[src/shared/occr_defs.vh]
// constants for the output channel configuration register slice
`ifndef OCCR_DEFS_VH
`define OCCR_DEFS_VH
// register indices as printed; byte address is four times the index
`define OCCR_IDX_OUT1_CTL   8'h20
`define OCCR_IDX_OUT01_DIV  8'h21
`define OCCR_IDX_OUT2_CTL   8'h22
// field positions inside the control registers
`define OCCR_MUX_BIT        7
`define OCCR_SEL_HI         6
`define OCCR_SEL_LO         5
`define OCCR_MODEA_HI       4
`define OCCR_MODEA_LO       3
`define OCCR_MODEB_HI       2
`define OCCR_MODEB_LO       1
// reset values of the fields
`define OCCR_RST_SEL        2'h1
`define OCCR_RST_MODEA      2'h2
`define OCCR_RST_MODEB      2'h0
`define OCCR_RST_MUX        1'h1
`define OCCR_RST_DIV        8'h01
// driver format codes
`define OCCR_FMT_OFF        2'h0
`define OCCR_FMT_ACDIFF     2'h1
`define OCCR_FMT_HCSL       2'h2
`define OCCR_FMT_CMOS       2'h3
`endif

[src/hdl/occr_regs.v]
// apb register slice for output channels 1 and 2 and the ch0/1 divider
// Contract
// - format field 0 off, 1 ac differential, 2 hcsl, 3 lvcmos; reset 1.
// - mode a sets tail current 4/6/8/16 mA; code 3 8 mA on lvpecl.
// - in lvcmos, mode a drives positive pin powerdown and polarity.
// - mode b sets hcsl load or negative pin in lvcmos; reset 0.
// - shared ch0/1 divider divides by field plus one; reset 0x01.
// - all 256 divider codes are legal, ratio 1 through 256.
// - source bit picks first synthesizer at 0, second at 1; reset 1.
`timescale 1ns/100ps
`include "occr_defs.vh"
module occr_regs (
   input  wire        clock,         // 125 MHz system clock
   input  wire        sys_rst,       // synchronous reset, active high
   input  wire        psel,          // apb select
   input  wire        penable,       // apb access phase
   input  wire        pwrite,        // apb direction, 1 = write
   input  wire [11:0] paddr,         // apb byte address
   input  wire [31:0] pwdata,        // apb write data
   input  wire [3:0]  pstrb,         // apb byte strobes
   output wire        pready,        // apb ready, always high
   output reg  [31:0] prdata,        // apb read data
   output wire        pslverr,       // apb error on unmapped address
   output wire [1:0]  ch_one_fmt,    // channel 1 driver format
   output wire [1:0]  ch_one_drive_mode_a, // channel 1 mode a field
   output wire [1:0]  ch_one_drive_mode_b, // channel 1 mode b field
   output wire [1:0]  ch_two_fmt,    // channel 2 driver format
   output wire [1:0]  ch_two_drive_mode_a, // channel 2 mode a field
   output wire [1:0]  ch_two_drive_mode_b, // channel 2 mode b field
   output wire        ch_two_three_source_select, // 0 first, 1 second
   output wire        ch_two_three_from_second,   // src is second synth
   output wire [7:0]  ch_zero_one_div_code, // raw divider code
   output wire [8:0]  ch_zero_one_div_ratio, // divide ratio 1..256
   output wire        ch_one_drv_en,  // channel 1 driver on
   output wire [4:0]  ch_one_tail_ma, // channel 1 tail current, mA
   output wire [7:0]  ch_one_load_ohm, // channel 1 hcsl load, ohm
   output wire [1:0]  ch_one_pin_p,  // channel 1 lvcmos p pin code
   output wire [1:0]  ch_one_pin_n,  // channel 1 lvcmos n pin code
   output wire        ch_two_drv_en,  // channel 2 driver on
   output wire [4:0]  ch_two_tail_ma, // channel 2 tail current, mA
   output wire [7:0]  ch_two_load_ohm, // channel 2 hcsl load, ohm
   output wire [1:0]  ch_two_pin_p,  // channel 2 lvcmos p pin code
   output wire [1:0]  ch_two_pin_n   // channel 2 lvcmos n pin code
);
   // 9-bit ratio so code 0xFF maps to 256 without wrap
   function [8:0] div_ratio;
      input [7:0] code;
      begin
         div_ratio = {1'b0, code} + 9'h001;
      end
   endfunction

   // word address match against a printed index; the low two address
   // bits must be zero, so a byte-offset access misses every register
   function hit;
      input [11:0] addr;
      input [7:0]  idx;
      begin
         hit = (addr == {2'b00, idx, 2'b00});
      end
   endfunction

   // clears reserved bit 0 of a control byte before it is stored
   function [7:0] ctl_clean;
      input [7:0] wbyte;
      begin
         ctl_clean = {wbyte[7:1], 1'b0};
      end
   endfunction

   // widens a stored byte to a bus word; upper lanes always read zero
   function [31:0] rd_word;
      input [7:0] byte_val;
      begin
         rd_word = {24'h000000, byte_val};
      end
   endfunction

   // bit map of the two control bytes (bit 7 differs between them):
   //   7    reserved in control one, source select in control two
   //   6:5  driver format
   //   4:3  drive mode a: tail current or positive pin code
   //   2:1  drive mode b: hcsl load or negative pin code
   //   0    reserved in both, never stored, reads zero
   // the divider byte is all code; every value is a legal ratio
   // reset contents follow from the field defaults in the header
   localparam [6:0] OUT1_RST = {`OCCR_RST_SEL, `OCCR_RST_MODEA,
                                `OCCR_RST_MODEB, 1'b0};
   localparam [7:0] OUT2_RST = {`OCCR_RST_MUX, `OCCR_RST_SEL,
                                `OCCR_RST_MODEA, `OCCR_RST_MODEB, 1'b0};

   // stored bits and their next values
   reg [6:0]  out1_q;   // bits 6..1 used; bit 7 and 0 reserved
   reg [7:0]  div01_q;  // full-width divider code
   reg [7:0]  out2_q;   // bit 7 source select, bit 0 reserved
   reg [6:0]  out1_d;   // next value of out1_q
   reg [7:0]  div01_d;  // next value of div01_q
   reg [7:0]  out2_d;   // next value of out2_q
   reg [31:0] prdata_d; // next value of the read data

   // address decode, shared by the write and the read path
   wire sel_out1  = hit(paddr, `OCCR_IDX_OUT1_CTL);
   wire sel_div01 = hit(paddr, `OCCR_IDX_OUT01_DIV);
   wire sel_out2  = hit(paddr, `OCCR_IDX_OUT2_CTL);
   wire mapped    = sel_out1 | sel_div01 | sel_out2;
   // only the low byte lane holds data; its strobe gates the write
   wire wr_en     = psel & penable & pwrite & pstrb[0];
   // per-register write strobes and the cleaned control byte
   wire       wr_out1  = wr_en & sel_out1;
   wire       wr_div01 = wr_en & sel_div01;
   wire       wr_out2  = wr_en & sel_out2;
   wire [7:0] wr_ctl   = ctl_clean(pwdata[7:0]);

   // a read is launched only while the setup phase is on the bus;
   // the access phase then just presents the stored word
   wire       rd_setup = psel & ~penable & ~pwrite;

   // zero-wait slave: a transfer ends in its first access cycle
   assign pready  = 1'b1;
   // error flag only while an access to an unmapped word is on the bus
   assign pslverr = psel & penable & ~mapped;

   // next values: hold unless a strobed write hits the register
   always @* begin
      out1_d  = out1_q;
      div01_d = div01_q;
      out2_d  = out2_q;
      if (wr_out1)
         out1_d = wr_ctl[6:0];
      if (wr_div01)
         div01_d = pwdata[7:0];
      if (wr_out2)
         out2_d = wr_ctl;
   end

   // register update; a write lands at the edge that ends its access
   // phase, so the new field drives the output path from the next cycle
   always @(posedge clock) begin
      if (sys_rst) begin
         out1_q  <= OUT1_RST;
         div01_q <= `OCCR_RST_DIV;
         out2_q  <= OUT2_RST;
      end else begin
         out1_q  <= out1_d;
         div01_q <= div01_d;
         out2_q  <= out2_d;
      end
   end

   // read mux; unmapped addresses read zero, reserved bits read zero
   always @* begin
      prdata_d = prdata;
      if (rd_setup) begin
         if (sel_out1)
            prdata_d = rd_word({1'b0, out1_q[6:1], 1'b0});
         else if (sel_div01)
            prdata_d = rd_word(div01_q);
         else if (sel_out2)
            prdata_d = rd_word({out2_q[7:1], 1'b0});
         else
            prdata_d = 32'h00000000;
      end
   end

   // read data is launched at the end of setup, so it is settled for the
   // whole access phase even though pready never stretches it
   always @(posedge clock) begin
      if (sys_rst)
         prdata <= 32'h00000000;
      else
         prdata <= prdata_d;
   end

   // channel 1 fields go straight to the output path, no shadowing
   assign ch_one_fmt          = out1_q[`OCCR_SEL_HI:`OCCR_SEL_LO];
   assign ch_one_drive_mode_a = out1_q[`OCCR_MODEA_HI:`OCCR_MODEA_LO];
   assign ch_one_drive_mode_b = out1_q[`OCCR_MODEB_HI:`OCCR_MODEB_LO];

   // channel 2 fields, same layout as channel 1
   assign ch_two_fmt          = out2_q[`OCCR_SEL_HI:`OCCR_SEL_LO];
   assign ch_two_drive_mode_a = out2_q[`OCCR_MODEA_HI:`OCCR_MODEA_LO];
   assign ch_two_drive_mode_b = out2_q[`OCCR_MODEB_HI:`OCCR_MODEB_LO];

   // source select for channels 2 and 3; both ports carry the same bit
   // so the mux and the status path need no decode of their own
   assign ch_two_three_source_select = out2_q[`OCCR_MUX_BIT];
   assign ch_two_three_from_second   = out2_q[`OCCR_MUX_BIT];

   // shared ch0/1 divider; the ratio is one bit wider than the code so
   // that code 0xFF reaches 256 instead of wrapping to zero
   assign ch_zero_one_div_code  = div01_q;
   assign ch_zero_one_div_ratio = div_ratio(div01_q);

   // channel 1: format and mode codes to driver controls
   occr_chan_decode u_dec_one (
      .fmt       (ch_one_fmt),
      .mode_a    (ch_one_drive_mode_a),
      .mode_b    (ch_one_drive_mode_b),
      .drv_en    (ch_one_drv_en),
      .diff_en   (),
      .cmos_en   (),
      .tail_ma   (ch_one_tail_ma),
      .load_ohm  (ch_one_load_ohm),
      .pin_p_ctl (ch_one_pin_p),
      .pin_n_ctl (ch_one_pin_n)
   );

   // channel 2: same decode, separate instance
   occr_chan_decode u_dec_two (
      .fmt       (ch_two_fmt),
      .mode_a    (ch_two_drive_mode_a),
      .mode_b    (ch_two_drive_mode_b),
      .drv_en    (ch_two_drv_en),
      .diff_en   (),
      .cmos_en   (),
      .tail_ma   (ch_two_tail_ma),
      .load_ohm  (ch_two_load_ohm),
      .pin_p_ctl (ch_two_pin_p),
      .pin_n_ctl (ch_two_pin_n)
   );
endmodule // occr_regs

[src/hdl/occr_chan_decode.v]
// decodes one channel's format and mode fields into driver controls
`timescale 1ns/100ps
`include "occr_defs.vh"
module occr_chan_decode (
   input  wire [1:0] fmt,         // driver format field
   input  wire [1:0] mode_a,      // first driver mode field
   input  wire [1:0] mode_b,      // second driver mode field
   output reg        drv_en,      // driver enabled
   output reg        diff_en,     // differential (ac or hcsl) active
   output reg        cmos_en,     // lvcmos active
   output reg  [4:0] tail_ma,     // tail current in mA, 0 when unused
   output reg  [7:0] load_ohm,    // hcsl load in ohm, 0 = tristate/unused
   output reg  [1:0] pin_p_ctl,   // positive pin powerdown/polarity code
   output reg  [1:0] pin_n_ctl    // negative pin powerdown/polarity code
);
   // pure decode so a register write reaches the drivers at once
   always @* begin
      drv_en    = (fmt != `OCCR_FMT_OFF);
      diff_en   = (fmt == `OCCR_FMT_ACDIFF) ||
                  (fmt == `OCCR_FMT_HCSL);
      cmos_en   = (fmt == `OCCR_FMT_CMOS);
      tail_ma   = 5'h00;
      load_ohm  = 8'h00;
      pin_p_ctl = 2'h0;
      pin_n_ctl = 2'h0;
      if (diff_en) begin
         case (mode_a)
            2'h0:    tail_ma = 5'h04;
            2'h1:    tail_ma = 5'h06;
            2'h2:    tail_ma = 5'h08;
            // code 3 is 8 mA on ac-lvpecl, 16 mA on hcsl
            default: tail_ma = (fmt == `OCCR_FMT_HCSL) ? 5'h10 : 5'h08;
         endcase
      end
      if (fmt == `OCCR_FMT_HCSL) begin
         case (mode_b)
            2'h0:    load_ohm = 8'h00;
            2'h1:    load_ohm = 8'h32;
            2'h2:    load_ohm = 8'h64;
            default: load_ohm = 8'hC8;
         endcase
      end
      if (cmos_en) begin
         pin_p_ctl = mode_a;
         pin_n_ctl = mode_b;
      end
   end
endmodule // occr_chan_decode

[config.mk]
export PLATFORM = sky130hd
export DESIGN_NAME = occr_regs
export DESIGN_NICKNAME = d
export VERILOG_FILES = /design/src/hdl/occr_regs.v /design/src/hdl/occr_chan_decode.v
export VERILOG_INCLUDE_DIRS = /design/src /design/src/shared
export SDC_FILE = /design/constraint.sdc
export NUM_CORES = 1
export LEC_CHECK = 0
export BUFFER_PORTS_ARGS = -buffer_cell sky130_fd_sc_hd__buf_2
export CAP_MARGIN = 20
export CORE_MARGIN = 4
export CORE_UTILIZATION = 40
export DETAILED_ROUTE_END_ITERATION = 12
export MAX_ROUTING_LAYER = met4
export PLACE_DENSITY = 0.85
export SYNTH_ARGS = -nofsm -noshare
export SYNTH_HDL_FRONTEND = slang
export SYNTH_HIERARCHICAL = 1
export SYNTH_SLANG_ARGS = --single-unit
[constraint.sdc]
create_clock -name clock -period 4.4 [get_ports clock]
set_clock_uncertainty 0.05 [all_clocks]
set_input_delay 0.88 -clock clock [delete_from_list [all_inputs] [get_ports clock]]
set_output_delay 0.88 -clock clock [all_outputs]
set_load 0.005 [all_outputs]
# After elaboration in Yosys (flattened, before gate mapping)
# Index checks and enable logic that the tools add are counted.
# W data, S select, Z words.
word_totals:
  register_bits: 53
  in_bits: 53
  out_inout_bits: 101
op_classes:
  add_sub_neg: 1
  eq_ne: 17
  muxes: 17
  bitwise: 14
  n_reduce_logical: 8
op_table:
  columns: ["op", "count"]
  rows:
  - ["$pmux W8 S3", 2]
  - ["$mux W8", 5]
  - ["$eq A12 B8 Y1 const B", 3]
  - ["$pmux W5 S3", 2]
  - ["$mux W5", 4]
  - ["$eq A2 B2 Y1 const B", 8]
  - ["$eq A2 B1 Y1 const B", 6]
  - ["$add A8 B1 Y9 const B", 1]
  - ["$and A1 B1 Y1", 9]
  - ["$logic_not A2 Y1", 4]
  - ["$mux W2", 4]
  - ["$reduce_bool A2 Y1", 2]
  - ["$not A1 Y1", 3]
  - ["$logic_or A1 B1 Y1", 2]
  - ["$or A1 B1 Y1", 2]

# Logic depth before layout (Yosys ltp)
# Gate-level depths: netlist (run 1).
logic_depth:
  ltp_word: 5
  mapped_depth: 6

# By module
# Netlist (run 1), hierarchy kept.
by_module_without_submodules:
  columns: ["module", "n_inst", "cells_per_inst", "area_per_inst_um2"]
  rows:
  - ["occr_regs", 1, 198, 1690.4]
  - ["occr_chan_decode", 2, 31, 229.0]

# Worst setup path after synthesis (run 1)
# Ideal clock, no wire load.
synth_timing:
  path_kind: "input-to-output"
  startpoint: "input port paddr[5]"
  endpoint: "output port pslverr"
  arrival_time_ps: 1745
  required_ps: 3470
  setup_slack_ps: 1725
  stages: 4
  path_buffers: 0
  path_cell_list: "nor4b_4 > nand3_2 > a21o_2 > and3_1"
synth_via:
  elab_chain_len: 5
  word_cells_on_any_way: 7
  classes_between: "eq/ne: 3; bitwise: 4"
synth_rtl:
  columns: ["element", "line_no", "source"]
  rows:
  - ["start: declaration", "occr_regs.v:18", "input wire [11:0] paddr,"]
  - ["$eq A12 B8 Y1", "occr_regs.v:59", "hit = (addr == {2'b00, idx, 2'b00});"]
  - ["$or A1 B1 Y1", "occr_regs.v:105", "wire mapped = sel_out1 | sel_div01 | sel_out2;"]
  - ["$or A1 B1 Y1 *", "occr_regs.v:105", null]
  - ["$not A1 Y1 *", "occr_regs.v:121", "assign pslverr = psel & penable & ~mapped;"]
  - ["$and A1 B1 Y1 *", "occr_regs.v:121", null]
  - ["end: declaration", "occr_regs.v:23", "output wire pslverr,"]
# Mark *: on every way between the ends. The rest lies on a longest branch, timed or not.

# Worst setup path in the final report (run 1)
# Same ends and word-level chain as after synthesis.

==> results of run 1 <==
[per-stage QoR]
step	total power, µW	utilization	setup WS [ns]	hold WS (ns)	std cells
2_1_floorplan	312	-	1.72	0.398	285
3_3_place_gp	311	0.488	1.44	0.393	409
3_5_place_dp	313	0.488	1.39	0.398	409
4_1_cts	642	0.514	1.38	0.408	417
5_1_grt	663	0.514	1.33	0.436	417
6_report	639	0.514	1.41	0.405	417
[registers in the layout, indices dropped and copies added (netlist names)]
signal,cells
ch_zero_one_div_code,8
out1_q,6
prdata,8
out2_q,7
[cells in the final DEF, fill, tap and decap left out, types with 4 or more instances in the layout]
cell type,n
a21oi_1,10
dfxtp_1,29
a2bb2oi_1,7
conb_1,29
or2_2,6
nand2b_1,9
o21ai_0,15
nand4_1,7
nor2b_1,7
nand2_1,15
xnor2_1,4
mux2i_1,9
ha_1,13
buf_2,97
inv_1,12
clkbuf_8,5
a32o_1,6
and2_1,11
nand3_1,10
and2_2,6
nor2_1,16
[worst max-delay path, delay by kind of cell]
kind	cells	cell delay, ns
buffers and inverters	2	0.23
AO/OA/AOI/OAI	1	0.22
AND/OR/NAND/NOR	3	0.73
[power groups by stage]
stage | clock (µW) | combinational [µW] | sequential, µW
2_1_floorplan | 0 | 43.2 | 268
3_3_place_gp | 0 | 42.7 | 268
3_5_place_dp | 0 | 44.3 | 268
4_1_cts | 335 | 44.5 | 262
5_1_grt | 350 | 50.8 | 262
6_report | 331 | 45.7 | 262
[cells by family after synthesis]
group	Yosys count	synth area share
adder cells (fa/ha/maj)	13	0.0757
AO/OA/AOI/OAI	44	0.137
other	4	0.00699
XOR/XNOR	6	0.0245
flip-flops	29	0.270
multiplexers	9	0.0419
buffers and inverters	55	0.157
AND/OR/NAND/NOR	100	0.287
[routing by layer]
metal / part of all wire / wire length (µm)
met5: 0 / 0
met4: 0.0051 / 28
met3: 0.094 / 518
met2: 0.51 / 2820
met1: 0.39 / 2160
[area by class of cell]
cell class / instances / area, µm²
clock buffers: 5 / 68.8
clock inverters: 3 / 65.1
fillers: 502 / 2510
inverters: 12 / 45.0
multi-input cells: 201 / 1330
flip-flops and latches: 29 / 581
well taps: 70 / 87.6
repair buffers: 97 / 485
[worst paths after layout]
kind / start / slack (ns) / endpoint / cells past startpoint
setup / recovery: paddr[5] / 1.41 / pslverr / 6
hold / removal: prdata[0] / 0.40 / prdata[0] / 2
setup reg to reg: out1_q[4] / 3.28 / prdata[4] / 2
hold reg to reg: prdata[0] / 0.40 / prdata[0] / 2
==> qor.yml, run 1 <==
outcome:
  status: "completed"
grt:
  gr-usage-met2: 0.276
  grt.overflow.total: 0
  antenna_found_initial: 0
  grt_pass1_wl_um: 8180
  grt_pass1_vias: 1762
  top_usage_layer: "met2"
  grt_util_met1: 0.193
  grtUsageMet3: 0.0466
  grt_start_max_net_pins: 33
  grt_usage: 0.165
timing:
  hold_viol_final: 0
  max_clock_freq_mhz: 334
  slew_headroom: 0.450
  post-route-period-util: 0.680
  report.final.slew_viol_count: 0
  rsz0062_at_grt: "false"
  fin_crit_ns: 2.99
  setup_violations: 0
  worstMarginPinSlew_ns: 0.818
  fin_setup_tns_ns: 0
clock_network:
  cts_buffer_depth: 2
  h-tree-depth: 2
  cts_made_buffers: 5
  ctsRootBufferMaster: "clkbuf_8"
  clock_insertion_delay_worst_skew_ns: 0.28
  clk_pin_slew_ns: 0.06
  clkSinkCount: 29
  hold_buffers: 0
  cts_resized: 0
  post_cts_buffers: 0
  cts_tree: "yes"
route:
  drt_iter0_drc: 89
  ant_nets: 0
  first_pass_iters: 4
  via_per_inst: 4.80
  wl_per_cell_um: 13.2
  routed_wl_um: 5520
  vias: 2001
  drc: 0
power_and_ir_drop:
  power_frac_seq: 0.411
  swShare: 0.213
  power.switching_uw: 136
  internal_power_uw: 503
  power_frac_comb: 0.071
  power_density_nw_per_um2: 240
  power.clock.fraction: 0.518
  vdd_drop_max_mv: 0.209
  p_leak_uw: 0.00132
worst_setup_path:
  cp-end-kind: "primary output"
  critical_path_required_ns: 3.47
  crit_chain: "buf_2 -> nor4b_4 -> nand3_2 -> a21o_2 -> and3_1 -> buf_2"
  cp_slowest_stage_delay_ns: 0.39
  startpoint_type: "input pin"
  slowest_stage: "nor4b_4"
  crit_type: "in -> out"
  cp.arrival_ns: 2.06
  crit_fanout: 5
  path_common_cell: "buf_2"
synth:
  synth_common_cells: "buf_4 (34), dfxtp_1 (29), nor2_1 (16)"
  ys_types: 38
  synth_most_common_cell: "buf_4"
  ys_ff_latch: 29
  async_flop_share: 0
  yosys-top-cells-area: "dfxtp_1 (27%), buf_4 (12%), ha_1 (7.6%)"
  synth_edf_count: 0
  syn_area_um2: 2150
  avgSynthCellArea_um2: 8.26
  synth_top_area_frac: 0.270
  yosysSeqAreaShare: 0.270
  yosys_warnings: 6
  syn-instance-count: 260
  synth_top_area_cell: "dfxtp_1"
  synth_ff_type: "dfxtp_1"
die:
  io_pins: 154
  die-area_um2: 6610
  die_h_um: 81.3
  start_util: 0.415
  num_rows: 26
  core_area_um2: 5170
  die_x_um: 81.3
place:
  portBuffers: 97
  post_dp_cell_area_um2: 2520
  place_congestion: 0.858
  dp_hpwl_um: 4380
final_layout:
  antenna_cells: 0
  nets: 412
  area_delta_synth_final_pct: 23.7
  drive_gt1_frac: 0.366
  stdcell_area_um2: 2660
hold_path:
  hold_class: "reg -> reg"
job:
  drv_cap: 0
(Power assumes the default switching activity.)
==> inputs of run 2 (changes only) <==
- ABC_AREA: not set -> 1
- CORE_UTILIZATION: 40 -> 38
- PLACE_DENSITY: 0.85 -> 0.83
- clock period: 4.4 -> 2.57 ns (I/O delays scaled with it)
==> run 2 against run 1 <==
Critical path depth is 1 lower; die area grew 11%; register-to-register slack got worse by 1.7 ns; non-clock buffer count increased by 1; power is 47% higher; global-route usage barely moved; sequential share of layout area fell by 0.85 points.
==> qor.yml, run 2 <==
synth:
  synthXorXnorAreaFrac: 0.0229  # -0.00154
  synth_ff_type: "dfxtp_1"
  syn_area_um2: 2290  # +6.7%
  synth_mux_area_frac: 0  # -0.0419
  yosysSeqAreaShare: 0.253  # -0.0170
  synth_edf_count: 0  # unchanged
  synthSimpleGateAreaFrac: 0.327  # +0.0404
  ys_ff_latch: 29  # unchanged
  yosys-top-cells-area: "dfxtp_1 (25%), buf_4 (11%), inv_1 (11%)"
  synth_top_family_by_area: "simple AND/OR/NAND/NOR gates"
  synth_common_cells: "inv_1 (66), nand2_1 (60), buf_4 (35), nand3_1 (35), nor2_1 (33)"
  async_flop_share: 0  # unchanged
  ys_types: 28  # -26%
  synth_adder_area_share: 0.0710  # -0.00475
  synth_top_area_cell: "dfxtp_1"
  avgSynthCellArea_um2: 6.62  # -20%
  synth_top_area_frac: 0.253  # -0.0170
  synth_most_common_cell: "inv_1"
  synth_compound_area_frac: 0.0699  # -0.0676
  yosys_warnings: 6  # unchanged
  syn-instance-count: 346  # +33%
clock_network:
  clk_pin_slew_ns: 0.06  # about the same
  post_cts_buffers: 0  # unchanged
  clkSinkCount: 29  # unchanged
  h-tree-depth: 2  # unchanged
  cts_tree: "yes"
  clock_insertion_delay_worst_skew_ns: 0.29  # about the same
  hold_buffers: 0  # unchanged
  ctsRootBufferMaster: "clkbuf_8"
  cts_made_buffers: 5  # unchanged
  cts_buffer_depth: 2  # unchanged
  cts_resized: 0  # unchanged
die:
  die_x_um: 85.7  # +5.4%
  num_rows: 28  # +7.7%
  die-area_um2: 7340  # +11%
  die_h_um: 85.7  # +5.4%
  io_pins: 154  # unchanged
  core_area_um2: 5890  # +14%
  start_util: 0.389  # -0.0259
final_layout:
  antenna_cells: 0  # unchanged
  layout_commonest_cell: "buf_2"
  seqCellArea_um2: 581  # unchanged
  fill_cells: 619  # +23%
  nets: 501  # +22%
  area_delta_synth_final_pct: 20.6
  drive_gt1_frac: 0.310  # -0.0564
  final_cell_mix: "buf_2 (97), inv_1 (66), nand2_1 (60), nand3_1 (35), nor2_1 (33)"
  multi_input_area_um2: 1230  # -6.9%
place:
  dp_hpwl_um: 4800  # +9.7%
  portBuffers: 97  # unchanged
  place_congestion: 0.821  # -4.3%
power_and_ir_drop:
  power.clock.fraction: 0.438  # -0.080
  power_frac_seq: 0.480  # +0.069
  power.switching_uw: 222  # +63%
  swShare: 0.237  # +0.0239
  power_density_nw_per_um2: 339  # +41%
  power_frac_comb: 0.081  # +0.010
  p_leak_uw: 0.00176  # +33%
  vdd_drop_max_mv: 0.210  # +0.15%
  internal_power_uw: 715  # +42%
worst_setup_path:
  critPathBufInv: 1  # -1
  critical_path_required_ns: 2.01  # -1.46 ns
  cp-end-kind: "primary output"
  startpoint_type: "flip-flop"
  r2r_setup_slack_ns: 1.53  # -1.75 ns
  cp.arrival_ns: 1.64  # -0.42 ns
  crit_family: "flip-flops"
  crit_type: "reg -> out"
  cp_slowest_stage_delay_ns: 0.46  # +0.07 ns
  slowest_stage: "dfxtp_1"
  crit_chain: "ha_1 -> nand2_1 -> nor3_1 -> xor2_1 -> buf_2"
  crit_fanout: 6  # +1
route:
  drt_iter0_drc: 138  # +55%
  first_pass_iters: 4  # unchanged
  routed_wl_um: 5960  # +8.0%
  wl_per_cell_um: 11.7  # -12%
  via_per_inst: 4.58  # -4.6%
  ant_nets: 0  # unchanged
  drc: 0  # unchanged
  vias: 2339  # +17%
grt:
  grt_usage: 0.165  # +0.000384
  antenna_found_initial: 0  # unchanged
  grt_pass1_vias: 2143  # +22%
  grt_pass1_wl_um: 9560  # +17%
  grt_start_max_net_pins: 22  # -33%
  grt.overflow.total: 0  # unchanged
timing:
  worstMarginPinSlew_ns: 0.627  # -0.191 ns
  rsz0062_at_grt: "false"
  post-route-period-util: 0.858
  slew_headroom: 0.581  # +0.131
  hold_viol_final: 0  # unchanged
  fin_setup_tns_ns: 0  # unchanged
  report.final.slew_viol_count: 0  # unchanged
  setup_violations: 0  # unchanged
  hold_ws_ns: 0.411  # +0.00639 ns
  max_clock_freq_mhz: 453
  fin_crit_ns: 2.21
job:
  drv_cap: 0  # unchanged
hold_path:
  hold_class: "reg -> reg"
outcome:
  status: "completed"
## run 2: changes by cell type in the layout (fill, tap and decap cells not counted), moves of 7 or more
cell,before,now
nor2_1,16,33
and2_1,11,0
nor2b_1,7,0
mux2i_1,9,0
inv_1,12,66
a2bb2oi_1,7,0
nand2b_1,9,0
o21ai_0,15,5
nand2_1,15,60
nand3_1,10,35
nand2_2,0,9
## run 2: stage by stage
stage                     setup slack (ns)  instances  cell area (µm²)   util  total power [µW]
final                                0.365        511             2770  0.470               936
after global routing                 0.268        511             2770  0.470               969
after CTS                            0.369        511             2770  0.470               940
after detailed placement             0.509        503             2660  0.453               534
after global placement               0.534        503             2660  0.453               533
after floorplan                      0.813        371             2390      -               533
## run 2: routing by layer
layer | vias up | wire length (µm) | GRT usage
met5 | - | 0 | -
met1 | 1062 | 2340 | 0.190
met4 | 0 | 105 | 0.0547
met3 | 13 | 517 | 0.0355
met2 | 98 | 3000 | 0.284
li1 | 1166 | - | -
## run 2: cell type report
class / instances / share of cell area
Clock buffer: 7 / 0.0348
Timing Repair Buffer: 98 / 0.178
Clock inverter: 1 / 0.00181
Tap cell: 75 / 0.0339
Multi-Input combinational cell: 231 / 0.446
Sequential cell: 29 / 0.210
Inverter: 70 / 0.0950
## run 2: cell families (layout without fill, tap and decap cells)
family / Yosys count / after routing
xor+xnor: 6 / 6
flops: 29 / 29
simple gates: 155 / 155
compound gates: 28 / 28
other cells: 4 / 29
buf+inv: 111 / 176
fa+ha+maj: 13 / 13
## run 2: worst reg2reg max path: cells and delay by family, from the launching register on
kind	cells	cell delay (ns)
and+or+nand+nor	3	0.20
DFF	1	0.46
buffers and inverters	2	0.15
AOI/OAI and AO/OA	1	0.13
## run 2: final timing paths
| check | startpoint | endpoint | depth (start not counted) |
|---|---|---|---|
| setup / recovery | ch_zero_one_div_code[0] | ch_zero_one_div_ratio[6] | 5 |
| hold / removal | prdata[3] | prdata[3] | 2 |
| setup reg to reg | out1_q[1] | prdata[1] | 6 |
| hold reg to reg | prdata[3] | prdata[3] | 2 |
## run 2: power groups by stage
stage                     Combinational, µW  Clock, µW  Sequential (µW)
final                                  76.2        411              450
after global placement                 73.4          0              459
after floorplan                        74.0          0              459
after global routing                   85.6        434              449
after detailed placement               74.2          0              459
after CTS                              74.9        416              450
==> inputs of run 3 (changes only) <==
- SYNTH_HIERARCHICAL: 1 -> not set
==> run 3 against run 2 <==
Flip-flop and latch count stayed put; power is 2.9% lower; global-route usage is 0.085 points lower; critical path depth is 1 higher; critical path type unchanged; combinational power is 13% higher; via count is 2.6% lower; synthesized cell count is 4.3% lower; fmax is 1.7% higher.
==> qor.yml, run 3 <==
final_layout:
  layout_commonest_cell: "buf_2"
  antenna_cells: 0  # unchanged
  nets: 488  # -2.6%
  final_cell_mix: "buf_2 (97), nand2_1 (69), inv_1 (54), conb_1 (29), dfxtp_1 (29)"
  drive_gt1_frac: 0.306  # -0.00395
  area_delta_synth_final_pct: 19.7
place:
  place_congestion: 0.929  # +13%
  place_ws_ns: 0.493  # -0.0164 ns
  dp_hpwl_um: 4880  # +1.5%
  portBuffers: 97  # unchanged
route:
  drt_iter0_drc: 127  # -8.0%
  wl_per_cell_um: 11.9  # +2.3%
  drc: 0  # unchanged
  via_per_inst: 4.61  # +0.79%
  ant_nets: 0  # unchanged
  first_pass_iters: 4  # unchanged
  routed_wl_um: 5890  # -1.1%
  vias: 2279  # -2.6%
die:
  io_pins: 154  # unchanged
  start_util: 0.403  # +0.0133
  die_h_um: 85.6  # -0.12%
  die-area_um2: 7320  # -0.25%
  die_x_um: 85.6  # -0.12%
  core_area_um2: 5680  # -3.6%
  num_rows: 27  # -3.6%
synth:
  synth_common_cells: "nand2_1 (69), inv_1 (54), buf_4 (34)"
  synth_top_area_frac: 0.254  # +0.000693
  yosysSeqAreaShare: 0.254  # +0.000693
  syn_area_um2: 2290  # -0.27%
  synth_ff_type: "dfxtp_1"
  avgSynthCellArea_um2: 6.91  # +4.2%
  ys_types: 31  # +11%
  syn-instance-count: 331  # -4.3%
  yosys_warnings: 0  # -6
  synth_most_common_cell: "nand2_1"
  synth_top_area_cell: "dfxtp_1"
  ys_ff_latch: 29  # unchanged
  synth_edf_count: 0  # unchanged
  async_flop_share: 0  # unchanged
  yosys-top-cells-area: "dfxtp_1 (25%), nand2_1 (11%), buf_4 (11%)"
worst_setup_path:
  startpoint_type: "flip-flop"
  slowest_stage: "dfxtp_1"
  cp.arrival_ns: 1.60  # -0.04 ns
  cp-end-kind: "primary output"
  crit_fanout: 6  # unchanged
  worst_r2r_path_depth: 6  # unchanged
  crit_type: "reg -> out"
  critical_path_required_ns: 2.01  # about the same
  path_common_cell: "nand2_1"
  crit_chain: "ha_1 -> nand2_1 -> nor3_1 -> nand2_1 -> nor2_1 -> buf_2"
  cp_slowest_stage_delay_ns: 0.42  # -0.04 ns
timing:
  rsz0062_at_grt: "false"
  slew_headroom: 0.595  # +0.0136
  worstMarginPinSlew_ns: 0.607  # -0.0205 ns
  finalWorstSetupSlack_ns: 0.401  # +0.0362 ns
  fin_setup_tns_ns: 0  # unchanged
  setup_violations: 0  # unchanged
  hold_ws_ns: 0.410  # -0.00129 ns
  post-route-period-util: 0.844  # -0.0141
  max_clock_freq_mhz: 461  # +1.7%
  hold_viol_final: 0  # unchanged
  report.final.slew_viol_count: 0  # unchanged
  fin_crit_ns: 2.17  # -0.0362 ns
power_and_ir_drop:
  p_leak_uw: 0.00172  # -2.6%
  power_density_nw_per_um2: 332  # -1.9%
  vdd_drop_max_mv: 0.219  # +4.6%
grt:
  grt_start_max_net_pins: 23  # +4.5%
  antenna_found_initial: 0  # unchanged
  grt_usage: 0.164  # -0.000850
  grt_pass1_vias: 2091  # -2.4%
  grt_pass1_wl_um: 9450  # -1.1%
  grt.overflow.total: 0  # unchanged
clock_network:
  hold_buffers: 0  # unchanged
  clock_insertion_delay_worst_skew_ns: 0.29  # about the same
  ctsRootBufferMaster: "clkbuf_8"
  clk_pin_slew_ns: 0.05  # about the same
  post_cts_buffers: 0  # unchanged
  cts_tree: "yes"
  clkSinkCount: 29  # unchanged
  h-tree-depth: 2  # unchanged
  cts_buffer_depth: 2  # unchanged
  cts_made_buffers: 5  # unchanged
  cts_resized: 0  # unchanged
job:
  drv_cap: 0  # unchanged
hold_path:
  whs_path_depth: 2  # unchanged
  hold_class: "reg -> reg"
outcome:
  status: "completed"
run 3: cell types whose count changed in the layout (fill, tap and decap cells not counted), sizes merged, moves of 2 or more:
cell | before | now
nand2 | 71 | 74
a21oi | 15 | 22
nand4 | 4 | 1
o21ai | 11 | 15
nor2 | 41 | 33
o211ai | 2 | 4
nand3 | 35 | 26
inv | 70 | 60
run 3: cell type report:
class | count | area (µm²)
clock buffer | 7 | 86.3
fill | 598 | 2940
inverter | 60 | 228
multi-input combinational | 228 | 1260
sequential | 29 | 581
tap | 72 | 90.1
timing repair buffer | 98 | 493
run 3: final timing paths:
check	slack (ns)	to	startpoint
worst max-delay path	0.40	ch_zero_one_div_ratio[8]	ch_zero_one_div_code[0]
worst min register to register	0.41	prdata[0]	prdata[0]
worst max register to register	1.39	prdata[4]	out2_q[4]
worst min-delay path	0.41	prdata[0]	prdata[0]
run 3: logic make-up (layout without fill, tap and decap cells):
| group | Yosys count | after routing | share of synthesized area |
|---|---|---|---|
| AOI/OAI and AO/OA | 42 | 42 | 0.102 |
| xor gates and xnor gates | 6 | 6 | 0.0230 |
| adders and majority gates | 13 | 13 | 0.0712 |
| buffers and inverters | 101 | 165 | 0.240 |
| DFF | 29 | 29 | 0.254 |
| other | 2 | 29 | 0.00329 |
| and+or+nand+nor | 138 | 138 | 0.307 |
run 3: routing by layer:
metal / share of wire / vias up / track usage
li1: - / 1127 / -
met1: 0.41 / 1037 / 0.200
met2: 0.47 / 103 / 0.262
met3: 0.10 / 12 / 0.0365
met4: 0.020 / 0 / 0.0662
met5: 0 / - / -
run 3: stage by stage:
stage	total power [µW]	area, µm²	util	std cells
detailed placement	544	2650	0.467	487
finish	909	2740	0.482	494
floorplan	545	2390	-	358
global placement	542	2650	0.467	487
CTS	915	2740	0.482	494
global route	951	2740	0.482	494
run 3: report_power, final:
| group | leakage [µW] | switching [µW] | total, µW | internal (µW) |
|---|---|---|---|---|
| clock | 0.0000443 | 162 | 374 | 212 |
| sequential | 0.000234 | 0.0162 | 450 | 450 |
| combinational | 0.00144 | 60.2 | 86.0 | 25.8 |
| total | 0.00172 | 222 | 909 | 687 |
run 3: critical path, delay by kind of cell, from the launching register on:
kind | cells | cell delay [ns]
and+or+nand+nor | 4 | 0.56
DFF | 1 | 0.42
adders and majority gates | 1 | 0.22
buffers and inverters | 1 | 0.12
